`src/mep_pkg.sv`:
```
// constants shared by the motion-end and home-preset block
// assumes a single 50 MHz clock and a 32-bit plain register port
package mep_pkg;
    localparam int unsigned MEP_CLK_HZ = 50_000_000;
    localparam int unsigned MEP_AW = 6;
    localparam int unsigned MEP_DW = 32;

    // register byte offsets
    localparam logic [5:0] MEP_OFS_CTRL = 6'h00;
    localparam logic [5:0] MEP_OFS_CMD = 6'h04;
    localparam logic [5:0] MEP_OFS_STATUS = 6'h08;
    localparam logic [5:0] MEP_OFS_POSCMD = 6'h0C;
    localparam logic [5:0] MEP_OFS_FBPOS = 6'h10;
    localparam logic [5:0] MEP_OFS_ENCCNT = 6'h14;
    localparam logic [5:0] MEP_OFS_POSERR = 6'h18;
    localparam logic [5:0] MEP_OFS_INT_STAT = 6'h1C;
    localparam logic [5:0] MEP_OFS_INT_EN = 6'h20;
    localparam logic [5:0] MEP_OFS_INT_CLR = 6'h24;

    // control register fields
    localparam int unsigned MEP_CTRL_AREA_LSB = 0;
    localparam int unsigned MEP_AREA_W = 16;
    localparam int unsigned MEP_CTRL_DRVEND_BIT = 16;
    localparam int unsigned MEP_CTRL_HDCS_BIT = 17;
    localparam logic [MEP_AREA_W-1:0] MEP_AREA_RST = 16'h0000;
    localparam logic MEP_DRVEND_RST = 1'b0;
    localparam logic MEP_HDCS_RST = 1'b0;

    // command register bits, write one to trigger
    localparam int unsigned MEP_CMD_HOME_BIT = 0;
    localparam int unsigned MEP_CMD_PLE_BIT = 1;
    localparam int unsigned MEP_CMD_SYNC_BIT = 2;

    // status register bits
    localparam int unsigned MEP_ST_END_BIT = 0;
    localparam int unsigned MEP_ST_BUSY_BIT = 1;
    localparam int unsigned MEP_ST_PRESET_BIT = 2;
    localparam int unsigned MEP_ST_ENREQ_BIT = 3;
    localparam int unsigned MEP_ST_DEVCLR_BIT = 4;
    localparam int unsigned MEP_ST_SRC_LSB = 5;

    // interrupt event bits
    localparam int unsigned MEP_NEV = 3;
    localparam int unsigned MEP_EV_END = 0;
    localparam int unsigned MEP_EV_HOME = 1;
    localparam int unsigned MEP_EV_REFUSED = 2;
    localparam logic [MEP_NEV-1:0] MEP_INT_RST = 3'h0;

    // pulse timing
    localparam int unsigned MEP_ENREQ_US = 1000;
    localparam int unsigned MEP_PRESET_US = 10;
    localparam int unsigned MEP_DEVCLR_US = 10;
    localparam int unsigned MEP_CYC_PER_US = MEP_CLK_HZ / 1_000_000;
    localparam int unsigned MEP_ENREQ_CYC = MEP_ENREQ_US * MEP_CYC_PER_US;
    localparam int unsigned MEP_PRESET_CYC = MEP_PRESET_US * MEP_CYC_PER_US;
    localparam int unsigned MEP_DEVCLR_CYC = MEP_DEVCLR_US * MEP_CYC_PER_US;

    typedef enum logic [1:0] {
        MEP_SRC_PULSE,
        MEP_SRC_AREA,
        MEP_SRC_DRIVER
    } mep_src_e;
endpackage

```
`src/mep_pulse_timer.sv`:
```
// one-shot pulse of a fixed number of clock cycles
// assumes start is a one-cycle pulse from logic on the same clock
`timescale 1ns/10ps
`default_nettype none
module mep_pulse_timer #(
    parameter int unsigned CYCLES = 500
) (
    input wire logic clk,
    input wire logic nrst,
    input wire logic start,
    output logic active_q
);
    localparam int unsigned CW = $clog2(CYCLES + 1);
    localparam logic [CW-1:0] LOAD = CW'(CYCLES);
    localparam logic [CW-1:0] ONE = CW'(1);

    logic [CW-1:0] cnt_q;

    // a start while running restarts the full width
    always_ff @(posedge clk) begin
        if (!nrst) begin
            cnt_q <= '0;
            active_q <= 1'b0;
        end else if (start) begin
            cnt_q <= LOAD;
            active_q <= 1'b1;
        end else if (cnt_q > ONE) begin
            cnt_q <= cnt_q - ONE;
        end else begin
            cnt_q <= '0;
            active_q <= 1'b0;
        end
    end
endmodule
`default_nettype wire

```
`src/mep_motion_end.sv`:
```
// motion-end source selection, position bookkeeping and driver pulses
// assumes pulse generator, home seeker and driver position reader share CLK;
// drive end and encoder inputs come from pins and are synchronised here
`timescale 1ns/10ps
`default_nettype none
// Behaviour
// - end source from area width and select
// - area mode needs error within width
// - end output and internal end status
// - home set zeroes command, keeps error
// - home set pulses driver preset output
// - post-loss enable pulses request one millisecond
// - home seeking done pulses preset output
// - home done clears deviation when selected
// - sync loads driver position, keeps error
module mep_motion_end
    import mep_pkg::*;
#(
    parameter int unsigned ENREQ_CYCLES = mep_pkg::MEP_ENREQ_CYC
) (
    input wire logic CLK,
    input wire logic NRST,
    input wire logic [mep_pkg::MEP_AW-1:0] ADDR,
    input wire logic [mep_pkg::MEP_DW-1:0] WDATA,
    input wire logic WE,
    input wire logic RE,
    output logic [mep_pkg::MEP_DW-1:0] RDATA,
    input wire logic PULSE_BUSY,
    input wire logic CMD_STEP,
    input wire logic CMD_DIR,
    input wire logic ENC_STEP,
    input wire logic ENC_DIR,
    input wire logic DRV_END,
    input wire logic HOME_DONE,
    input wire logic [mep_pkg::MEP_DW-1:0] DRV_POS,
    output logic END_OUT,
    output logic MOTION_END,
    output logic PRESET_OUT,
    output logic ENABLE_REQ_OUT,
    output logic DEV_CLEAR_OUT,
    output logic IRQ
);
    import mep_pkg::*;

    ////////////////////////////////////////////////////////////////////////////
    // pin synchronisers
    logic [1:0] drv_end_sync_q;
    logic [1:0] enc_step_sync_q;
    logic [1:0] enc_dir_sync_q;
    logic enc_step_prev_q;
    logic drv_end_s;
    logic enc_step_ev;

    always_ff @(posedge CLK) begin
        if (!NRST) begin
            drv_end_sync_q <= 2'h0;
            enc_step_sync_q <= 2'h0;
            enc_dir_sync_q <= 2'h0;
            enc_step_prev_q <= 1'b0;
        end else begin
            drv_end_sync_q <= {drv_end_sync_q[0], DRV_END};
            enc_step_sync_q <= {enc_step_sync_q[0], ENC_STEP};
            enc_dir_sync_q <= {enc_dir_sync_q[0], ENC_DIR};
            enc_step_prev_q <= enc_step_sync_q[1];
        end
    end

    assign drv_end_s = drv_end_sync_q[1];
    assign enc_step_ev = enc_step_sync_q[1] & ~enc_step_prev_q;

    ////////////////////////////////////////////////////////////////////////////
    // register decode
    logic wr_ctrl;
    logic wr_cmd;
    logic wr_int_en;
    logic wr_int_clr;
    logic [MEP_AREA_W-1:0] area_q;
    logic drvend_sel_q;
    logic hdcs_q;
    logic [MEP_NEV-1:0] int_en_q;
    logic [MEP_NEV-1:0] int_stat_q;

    assign wr_ctrl = WE && (ADDR == MEP_OFS_CTRL);
    assign wr_cmd = WE && (ADDR == MEP_OFS_CMD);
    assign wr_int_en = WE && (ADDR == MEP_OFS_INT_EN);
    assign wr_int_clr = WE && (ADDR == MEP_OFS_INT_CLR);

    always_ff @(posedge CLK) begin
        if (!NRST) begin
            area_q <= MEP_AREA_RST;
            drvend_sel_q <= MEP_DRVEND_RST;
            hdcs_q <= MEP_HDCS_RST;
        end else if (wr_ctrl) begin
            area_q <= WDATA[MEP_CTRL_AREA_LSB +: MEP_AREA_W];
            drvend_sel_q <= WDATA[MEP_CTRL_DRVEND_BIT];
            hdcs_q <= WDATA[MEP_CTRL_HDCS_BIT];
        end
    end

    always_ff @(posedge CLK) begin
        if (!NRST) begin
            int_en_q <= MEP_INT_RST;
        end else if (wr_int_en) begin
            int_en_q <= WDATA[MEP_NEV-1:0];
        end
    end

    ////////////////////////////////////////////////////////////////////////////
    // commands; position loads are refused while pulses are being generated
    logic busy_q;
    logic home_cmd;
    logic ple_cmd;
    logic sync_cmd;
    logic home_ok;
    logic sync_ok;
    logic refused;

    always_ff @(posedge CLK) begin
        if (!NRST) begin
            busy_q <= 1'b0;
        end else begin
            busy_q <= PULSE_BUSY;
        end
    end

    assign home_cmd = wr_cmd && WDATA[MEP_CMD_HOME_BIT];
    assign ple_cmd = wr_cmd && WDATA[MEP_CMD_PLE_BIT];
    assign sync_cmd = wr_cmd && WDATA[MEP_CMD_SYNC_BIT];
    assign home_ok = home_cmd && !busy_q;
    assign sync_ok = sync_cmd && !busy_q && !home_cmd;
    assign refused = (home_cmd || sync_cmd) && busy_q;

    ////////////////////////////////////////////////////////////////////////////
    // position command, encoder count and error; feedback equals count (1:1)
    logic [MEP_DW-1:0] pos_cmd_q;
    logic [MEP_DW-1:0] enc_cnt_q;
    logic [MEP_DW-1:0] pos_err;
    logic [MEP_DW-1:0] abs_pos_err;
    logic [MEP_DW-1:0] cmd_delta;
    logic [MEP_DW-1:0] enc_delta;

    assign pos_err = pos_cmd_q - enc_cnt_q;
    assign abs_pos_err = pos_err[MEP_DW-1] ? (~pos_err + 32'h00000001) : pos_err;
    assign cmd_delta = !CMD_STEP ? 32'h00000000 : (CMD_DIR ? 32'hFFFFFFFF : 32'h00000001);
    assign enc_delta = !enc_step_ev ? 32'h00000000 :
                       (enc_dir_sync_q[1] ? 32'hFFFFFFFF : 32'h00000001);

    // encoder steps of the load cycle are kept so no encoder count is lost; command steps are dropped
    always_ff @(posedge CLK) begin
        if (!NRST) begin
            pos_cmd_q <= 32'h00000000;
            enc_cnt_q <= 32'h00000000;
        end else if (home_ok) begin
            pos_cmd_q <= 32'h00000000;
            enc_cnt_q <= enc_cnt_q - pos_cmd_q + enc_delta;
        end else if (sync_ok) begin
            pos_cmd_q <= DRV_POS;
            enc_cnt_q <= DRV_POS - pos_err + enc_delta;
        end else begin
            pos_cmd_q <= pos_cmd_q + cmd_delta;
            enc_cnt_q <= enc_cnt_q + enc_delta;
        end
    end

    ////////////////////////////////////////////////////////////////////////////
    // motion-end source and status
    mep_src_e src;
    logic end_q;
    logic end_cond;

    always_comb begin
        if (drvend_sel_q) begin
            src = MEP_SRC_DRIVER;
        end else if (area_q != MEP_AREA_RST) begin
            src = MEP_SRC_AREA;
        end else begin
            src = MEP_SRC_PULSE;
        end
    end

    always_comb begin
        unique case (src)
            MEP_SRC_PULSE: end_cond = 1'b1;
            MEP_SRC_AREA: end_cond = (abs_pos_err <= {16'h0000, area_q});
            MEP_SRC_DRIVER: end_cond = drv_end_s;
        endcase
    end

    // running pulse output always masks the end, whatever the source
    always_ff @(posedge CLK) begin
        if (!NRST) begin
            end_q <= 1'b0;
        end else begin
            end_q <= !busy_q && !PULSE_BUSY && end_cond;
        end
    end

    assign END_OUT = end_q;
    assign MOTION_END = end_q;

    ////////////////////////////////////////////////////////////////////////////
    // driver pulses
    logic preset_start;
    logic devclr_start;
    logic preset_q;
    logic enreq_q;
    logic devclr_q;

    assign preset_start = home_ok || HOME_DONE;
    assign devclr_start = HOME_DONE && hdcs_q;

    mep_pulse_timer #(.CYCLES(MEP_PRESET_CYC)) u_preset (
        .clk(CLK),
        .nrst(NRST),
        .start(preset_start),
        .active_q(preset_q)
    );

    mep_pulse_timer #(.CYCLES(ENREQ_CYCLES)) u_enreq (
        .clk(CLK),
        .nrst(NRST),
        .start(ple_cmd),
        .active_q(enreq_q)
    );

    mep_pulse_timer #(.CYCLES(MEP_DEVCLR_CYC)) u_devclr (
        .clk(CLK),
        .nrst(NRST),
        .start(devclr_start),
        .active_q(devclr_q)
    );

    assign PRESET_OUT = preset_q;
    assign ENABLE_REQ_OUT = enreq_q;
    assign DEV_CLEAR_OUT = devclr_q;

    ////////////////////////////////////////////////////////////////////////////
    // interrupts: sticky events, set wins over clear
    logic end_prev_q;
    logic [MEP_NEV-1:0] ev;
    logic irq_q;

    always_ff @(posedge CLK) begin
        if (!NRST) begin
            end_prev_q <= 1'b0;
        end else begin
            end_prev_q <= end_q;
        end
    end

    assign ev[MEP_EV_END] = end_q && !end_prev_q;
    assign ev[MEP_EV_HOME] = HOME_DONE;
    assign ev[MEP_EV_REFUSED] = refused;

    genvar gi;
    generate
        for (gi = 0; gi < MEP_NEV; gi++) begin : g_int
            always_ff @(posedge CLK) begin
                if (!NRST) begin
                    int_stat_q[gi] <= 1'b0;
                end else if (ev[gi]) begin
                    int_stat_q[gi] <= 1'b1;
                end else if (wr_int_clr && WDATA[gi]) begin
                    int_stat_q[gi] <= 1'b0;
                end
            end
        end
    endgenerate

    always_ff @(posedge CLK) begin
        if (!NRST) begin
            irq_q <= 1'b0;
        end else begin
            irq_q <= |(int_stat_q & int_en_q);
        end
    end

    assign IRQ = irq_q;

    ////////////////////////////////////////////////////////////////////////////
    // read path, data one cycle after the strobe
    logic [MEP_DW-1:0] rdata_q;
    logic [MEP_DW-1:0] status_w;

    always_comb begin
        status_w = 32'h00000000;
        status_w[MEP_ST_END_BIT] = end_q;
        status_w[MEP_ST_BUSY_BIT] = busy_q;
        status_w[MEP_ST_PRESET_BIT] = preset_q;
        status_w[MEP_ST_ENREQ_BIT] = enreq_q;
        status_w[MEP_ST_DEVCLR_BIT] = devclr_q;
        status_w[MEP_ST_SRC_LSB +: 2] = src;
    end

    always_ff @(posedge CLK) begin
        if (!NRST) begin
            rdata_q <= 32'h00000000;
        end else if (RE) begin
            unique case (ADDR)
                MEP_OFS_CTRL: rdata_q <= {14'h0000, hdcs_q, drvend_sel_q, area_q};
                MEP_OFS_STATUS: rdata_q <= status_w;
                MEP_OFS_POSCMD: rdata_q <= pos_cmd_q;
                MEP_OFS_FBPOS: rdata_q <= enc_cnt_q;
                MEP_OFS_ENCCNT: rdata_q <= enc_cnt_q;
                MEP_OFS_POSERR: rdata_q <= pos_err;
                MEP_OFS_INT_STAT: rdata_q <= {29'h00000000, int_stat_q};
                MEP_OFS_INT_EN: rdata_q <= {29'h00000000, int_en_q};
                default: rdata_q <= 32'h00000000;
            endcase
        end else begin
            rdata_q <= 32'h00000000;
        end
    end

    assign RDATA = rdata_q;

    logic [31:0] enreq_run_q;
    always_ff @(posedge CLK) begin
        if (!NRST || !enreq_q || ple_cmd) begin
            enreq_run_q <= 32'h00000000;
        end else begin
            enreq_run_q <= enreq_run_q + 32'h00000001;
        end
    end
endmodule
`default_nettype wire

```
`config.mk`:
```
export PLATFORM = sky130hd
export DESIGN_NAME = mep_motion_end
export DESIGN_NICKNAME = d
export VERILOG_FILES = /design/src/mep_pkg.sv /design/src/mep_pulse_timer.sv /design/src/mep_motion_end.sv
export SDC_FILE = /design/constraint.sdc
export NUM_CORES = 1
export LEC_CHECK = 0
export ABC_CLOCK_PERIOD_IN_PS = 7520
export BUFFER_PORTS_ARGS = -buffer_cell sky130_fd_sc_hd__buf_2
export CAP_MARGIN = 20
export CORE_MARGIN = 2
export CORE_UTILIZATION = 28
export DETAILED_ROUTE_END_ITERATION = 6
export SLEW_MARGIN = 20
export SYNTH_ARGS = -nofsm -noshare
export SYNTH_HDL_FRONTEND = slang
export SYNTH_SLANG_ARGS = --single-unit
```
`constraint.sdc`:
```
create_clock -name CLK -period 7.52 [get_ports CLK]
set_input_delay 1.128 -clock CLK [delete_from_list [all_inputs] [get_ports CLK]]
set_output_delay 1.128 -clock CLK [all_outputs]
set_load 0.01 [all_outputs]
```
Word-level counts from Yosys, hierarchy flattened
Cells that the tools add are included.

operators by class
  add/subtract/negate cells = 11
  magnitude comparators = 4
  eq/ne operators = 14
  multiplexer cells = 30
  bitwise gates (word level) = 8
  reductions and logical operators = 37

operators with widths
  cell                                                                              count
  32-bit two-way mux                                                                8
  32-bit case mux with 7 select lines                                               1
  32-bit adder                                                                      4
  32-bit subtractor                                                                 3
  9-bit two-way mux                                                                 4
  32-bit by 1-bit adder with 32-bit output, second input constant                   1
  32-bit by 16-bit less-or-equal comparator with 1-bit output                       1
  16-bit two-way mux                                                                2
  32-bit inverter                                                                   1
  6-bit by 5-bit equality test with 1-bit output, second input constant             4
  9-bit by 1-bit greater-than comparator with 1-bit output, second input constant   2
  1-bit logical AND                                                                 18
  9-bit by 1-bit subtractor with 9-bit output, second input constant                2
  16-bit by 1-bit greater-than comparator with 1-bit output, second input constant  1
  16-bit nonzero test                                                               1
  16-bit by 1-bit subtractor with 16-bit output, second input constant              1
  1-bit two-way mux                                                                 13
  6-bit by 4-bit equality test with 1-bit output, second input constant             2
  6-bit equality test, second input constant                                        2
  3-bit OR reduction                                                                4
  6-bit by 3-bit equality test with 1-bit output, second input constant             1
  6-bit zero test                                                                   1
  2-bit inequality test, second input constant                                      3
  2-bit nonzero test                                                                3
  12 further kinds                                                                  21

word-level totals
  bits in registers = 168
  input bits = 81
  output and inout port bits = 38

Logic depth before layout (Yosys ltp)
  word-level depth = 7
  depth in mapped cells = 26
  gate-level depth less buffers = 25

Cells and area by module
From an unflattened synthesis, not the netlist that was laid out.

second synthesis, totals
  cells, all modules = 2364
  area total of the unflattened synthesis = 18325.1 sq um

by module, submodules not included
  module                          instances  cells each  area each (sq um)  sequential area each (sq um)
  mep_motion_end                  1          2179        16504.6            2622.5
  mep_pulse_timer (u_devclr ...)  2          51          501.7              200.2
  mep_pulse_timer (u_enreq)       1          83          817.0              340.3

Least setup slack after synthesis
No wires, ideal clock.

  path type = reg-to-reg
  from = register enc_step_prev_q
  to = register enc_cnt_q[30]
  library setup time = 122 ps
  arrival = 7318 ps
  required time = 7398 ps
  path slack = 80 ps
  cell stages (with the launch flop) = 20
  buffers on the path = 0
  clock period less this slack = 7440 ps
  path through = dfxtp_1 nand2b_1 inv_1 nand2_1 inv_1 fa_1 inv_1 fa_1 nor2b_1 o21ai_0 a21boi_0 o31ai_1 a211oi_1 o2111ai_1 a21boi_0 a2111oi_0 o41ai_1 xnor2_1 nor3_1 a311o_1

between the ends
  word-level cells in the longest chain between the ends = 6
  elaborated cells on any way between the ends = 8
  classes of those cells = add/sub: 3; mux: 3; bitwise: 2

ends and longest elaborated chain
  element                                 line                                          RTL
  start, declared                         mep_motion_end.sv:50                          logic enc_step_prev_q;
  start signal, assigned                  mep_motion_end.sv:64                          enc_step_prev_q <= enc_step_sync_q[1];
  1-bit inverter (*)                      mep_motion_end.sv:69                          assign enc_step_ev = enc_step_sync_q[1] & ~enc_step_prev_q;
  1-bit bitwise AND (*)                   mep_motion_end.sv:69
  32-bit two-way mux (*)                  mep_motion_end.sv:145                         assign enc_delta = !enc_step_ev ? 32'h00000000 :
  32-bit adder, on equally long branches  mep_motion_end.sv:161, mep_motion_end.sv:158
  32-bit two-way mux                      mep_motion_end.sv:156                         end else if (sync_ok) begin
  32-bit two-way mux (*)                  mep_motion_end.sv:153                         end else if (home_ok) begin
  end signal, assigned                    mep_motion_end.sv:155                         enc_cnt_q <= enc_cnt_q - pos_cmd_q + enc_delta;
  end signal, assigned                    mep_motion_end.sv:158                         enc_cnt_q <= DRV_POS - pos_err + enc_delta;
  end signal, assigned                    mep_motion_end.sv:161                         enc_cnt_q <= enc_cnt_q + enc_delta;
  end, declared                           mep_motion_end.sv:136                         logic [MEP_DW-1:0] enc_cnt_q;

Mark *: on every way between the ends. The rest lies on a longest branch, timed or not.
A chain may end at the register's enable or synchronous reset.

Worst setup path in the final report
  from = register pos_cmd_q[7]
  to = register enc_cnt_q[30]

between the ends
  word-level cells in the longest chain between the ends = 5
  elaborated cells on any way between the ends = 7
  classes of those cells = add/sub: 5; mux: 2

ends and longest elaborated chain
  element                 line                   RTL
  start, declared         mep_motion_end.sv:135  logic [MEP_DW-1:0] pos_cmd_q;
  start signal, assigned  mep_motion_end.sv:160  pos_cmd_q <= pos_cmd_q + cmd_delta;
  32-bit subtractor       mep_motion_end.sv:142  assign pos_err = pos_cmd_q - enc_cnt_q;
  32-bit subtractor       mep_motion_end.sv:158
  32-bit adder            mep_motion_end.sv:158
  32-bit two-way mux      mep_motion_end.sv:156
  32-bit two-way mux (*)  mep_motion_end.sv:153

Marks and branches as above.

==> flow_summary_export.csv <==
group,metric,value,unit
placement,dpl.hpwl,46.6,mm
timing,final.setup.worst_slack,0.982,ns
floorplan,initial_core_util,28.2,%
power_and_ir_drop,p_leak,9.15,nW
global_route,grt_overflow,0,
timing,min_period,6.54,ns
timing,finalHoldViolCount,0,
global_route,antenna_found_initial,9,
global_route,grt_pass1_wl,92.5,mm
route,antenna_left,0,
critical_path,cp-end-kind,"register",
clocking,root_buffer,"clkbuf_16",
route,via_per_inst,5.20,
clocking,clk_pin_slew,0.09,ns
power_and_ir_drop,ir_drop,0.234,mV
placement,place_ws,1.02,ns
floorplan,fp.dieW,258,um
clocking,hold_buffers,0,
critical_path,arrival,6.93,ns
clocking,cts_tree,"built",
flow_run,maxCapViolations,0,
critical_path,slowest_delay,0.66,ns
route,wire_per_inst,18.2,um
synthesis,async_flop_share,0,%
clocking,clock_sinks,168,
synthesis,ys.flop_type,"dfxtp_1",
finish,final_core_util,31.5,%
floorplan,dieArea,66600,um2
critical_path,startpoint_type,"register",
timing,tightest_slew,1.09,ns
global_route,grtUsageTotal,17.9,%
synthesis,synth-seq-area-share,18.6,%
synthesis,netlist.area_leader.share,18.6,%
timing,setup_viol,0,
synthesis,yosys_warnings,0,
floorplan,core,64100,um2
route,drt_iter0_markers,1413,
power_and_ir_drop,power,6.05,mW
critical_path,cpMaxStageDelayCell,"xor2_1",
synthesis,synthCells,2341,
synthesis,synth_area_leader_cell,"dfxtp_1",
finish,nets,2772,
power_and_ir_drop,p_per_area,299,nW/um2
global_route,grt_max_degree,59,
global_route,grt_pass1_vias,16100,
clocking,post_cts_resized,0,
timing,tns,0,ns
placement,port_buffers,104,
critical_path,critPathTopFamily,"compound AO/OA/AOI/OAI gates",
timing,final_max_slew_viol_count,0,
critical_path,critPathKind,"reg -> reg",
clocking,cts_buffers,17,
floorplan,ioPinCount,119,
timing,fin_skew,0.0244,ns
route,route.detailed.drc,0,
synthesis,synth_area_per_cell,7.73,um2
finish,drive_gt1_share,8.56,%
critical_path,crit_buf_inv,3,
synthesis,synth_fp_nets,2697,
timing,max_freq,0.153,GHz
synthesis,ys_top_cells_by_area,"dfxtp_1, ha_1, fa_1",
route,vias,17100,
clocking,clockBufferDepth,2,
finish,layout.cells.non_filler,3285,
floorplan,die_height,258,um
critical_path,cp_max_fo,10,
synthesis,ys_ff_latch,168,
critical_path,path_cells,"inv_1 > ha_1 > nand4_1 > a2111oi_2 > or4_4 > a31o_2 > xor2_1 > fa_1 > inv_1 > ha_1 > and3_1 > nand4_1 > a21oi_1 > o31ai_1 > a211oi_1 > o2111ai_1 > a21boi_0 > a2111oi_0 > buf_4 > o41ai_1 > xnor2_1 > nor3_1 > a311o_1",
route,drt-total-wl,59.9,mm
floorplan,rows,93,
synthesis,synth_edf_count,0,
finish,multi_input_area,13400,um2
timing,relSlewSlack,27.1,%
route,drt-pass1-iter-count,6,
critical_path,critPathRequiredTime,7.91,ns
clocking,post_cts_buffers,0,
finish,area_growth,11.8,%
synthesis,syn_area,18100,um2
timing,min_period_over_period,86.9,%
placement,gp_congestion,0.921,
min_path,hold_class,"reg -> reg",
finish,fill_cells,6883,
placement,dp_cells,3252,
finish,ff_latch_area,3360,um2
timing,rsz0062_at_grt,"no",
run_status,status,"finished, final reports clean",
synthesis,ys_types,88,
clocking,h-tree-depth,4,
clocking,clk_latency,0.51,ns
==> cells by family after synthesis <==
kind of cell,synth area share (%)
simple gates,19.2
compound gates,24.6
fa+ha+maj,21.7
mux,0.353
buf+inv,7.62
flops,18.6
xor+xnor,7.89
==> synthesized netlist by cell type (33+ instances only) <==
cell type and n:
a21oi_1 206, ha_1 210, nor2b_1 33, xnor2_1 100
dfxtp_1 168, xor2_1 63, inv_1 281, clkbuf_1 63
o21ai_0 109, a21o_1 80, a211oi_1 51, nor3_1 51
fa_1 65, nor2_1 168, nand3_1 49, nand2_1 210
==> registers in the layout, indices dropped and copies added (netlist names), 2 cells and up <==
name / flops
enc_cnt_q: 32
drv_end_sync_q: 2
RDATA: 32
area_q: 16
int_stat_q: 3
u_devclr.cnt_q: 9
u_preset.cnt_q: 9
int_en_q: 3
enc_step_sync_q: 2
enc_dir_sync_q: 2
pos_cmd_q: 32
u_enreq.cnt_q: 16
==> power by group <==
group | internal (mW) | switching, mW
combinational | 1.63 | 2.36
clock | 0.487 | 0.475
sequential | 0.980 | 0.118
total | 3.09 | 2.95
==> final timing paths <==
check                                 end  slack [ns]                         start  cells past startpoint
min reg2reg  drv_end_sync_q[1]$_SDFF_PN0_        0.44  drv_end_sync_q[0]$_SDFF_PN0_                      1
max              enc_cnt_q[30]$_SDFF_PN0_        0.98       pos_cmd_q[7]$_SDFF_PP0_                     23
max reg2reg      enc_cnt_q[30]$_SDFF_PN0_        0.98       pos_cmd_q[7]$_SDFF_PP0_                     23
min          drv_end_sync_q[1]$_SDFF_PN0_        0.44  drv_end_sync_q[0]$_SDFF_PN0_                      1
==> layer usage <==
| layer | routed length, um | part of all wire, % | vias up | GRT usage [%] |
|---|---|---|---|---|
| met5 | 103 | 0.17 | - | 0 |
| met2 | 26600 | 44 | 519 | 28.4 |
| met4 | 1790 | 3.0 | 16 | 6.70 |
| li1 | - | - | 8385 | - |
| met1 | 27100 | 45 | 8067 | 23.7 |
| met3 | 4300 | 7.2 | 109 | 3.97 |
==> layout by cell type, fill, tap and decap left out, types with 25 or more instances in the layout <==
master	synthesis	routed
fa_1	65	65
nand2b_1	26	26
xnor2_1	100	100
o21ai_0	109	109
nand4_1	25	25
a222oi_1	32	32
a21o_1	80	80
a211oi_1	51	51
nand3_1	49	49
buf_2	3	104
xor2_1	63	63
a21oi_1	206	206
nor2_1	168	167
nand2_1	210	209
ha_1	210	210
nor2b_1	33	32
inv_1	281	281
buf_4	2	28
dfxtp_1	168	168
nor3_1	51	51
==> final cells by class <==
class	count	area share, %
tap	855	5.29
multi-input combinational	1815	66.2
sequential	168	16.6
clock inverter	14	0.866
inverter	282	5.24
clock buffer	18	2.17
timing repair buffer	132	3.61
antenna	1	0.0124
==> per-stage QoR <==
step	cell area (um2)	hold WS, ns
finish	20200	0.443
global route	20200	0.466
CTS	20200	0.444
detailed placement	19600	0.425
global placement	19600	0.418
floorplan	18100	0.412
Power figures use the tool's default switching activity.
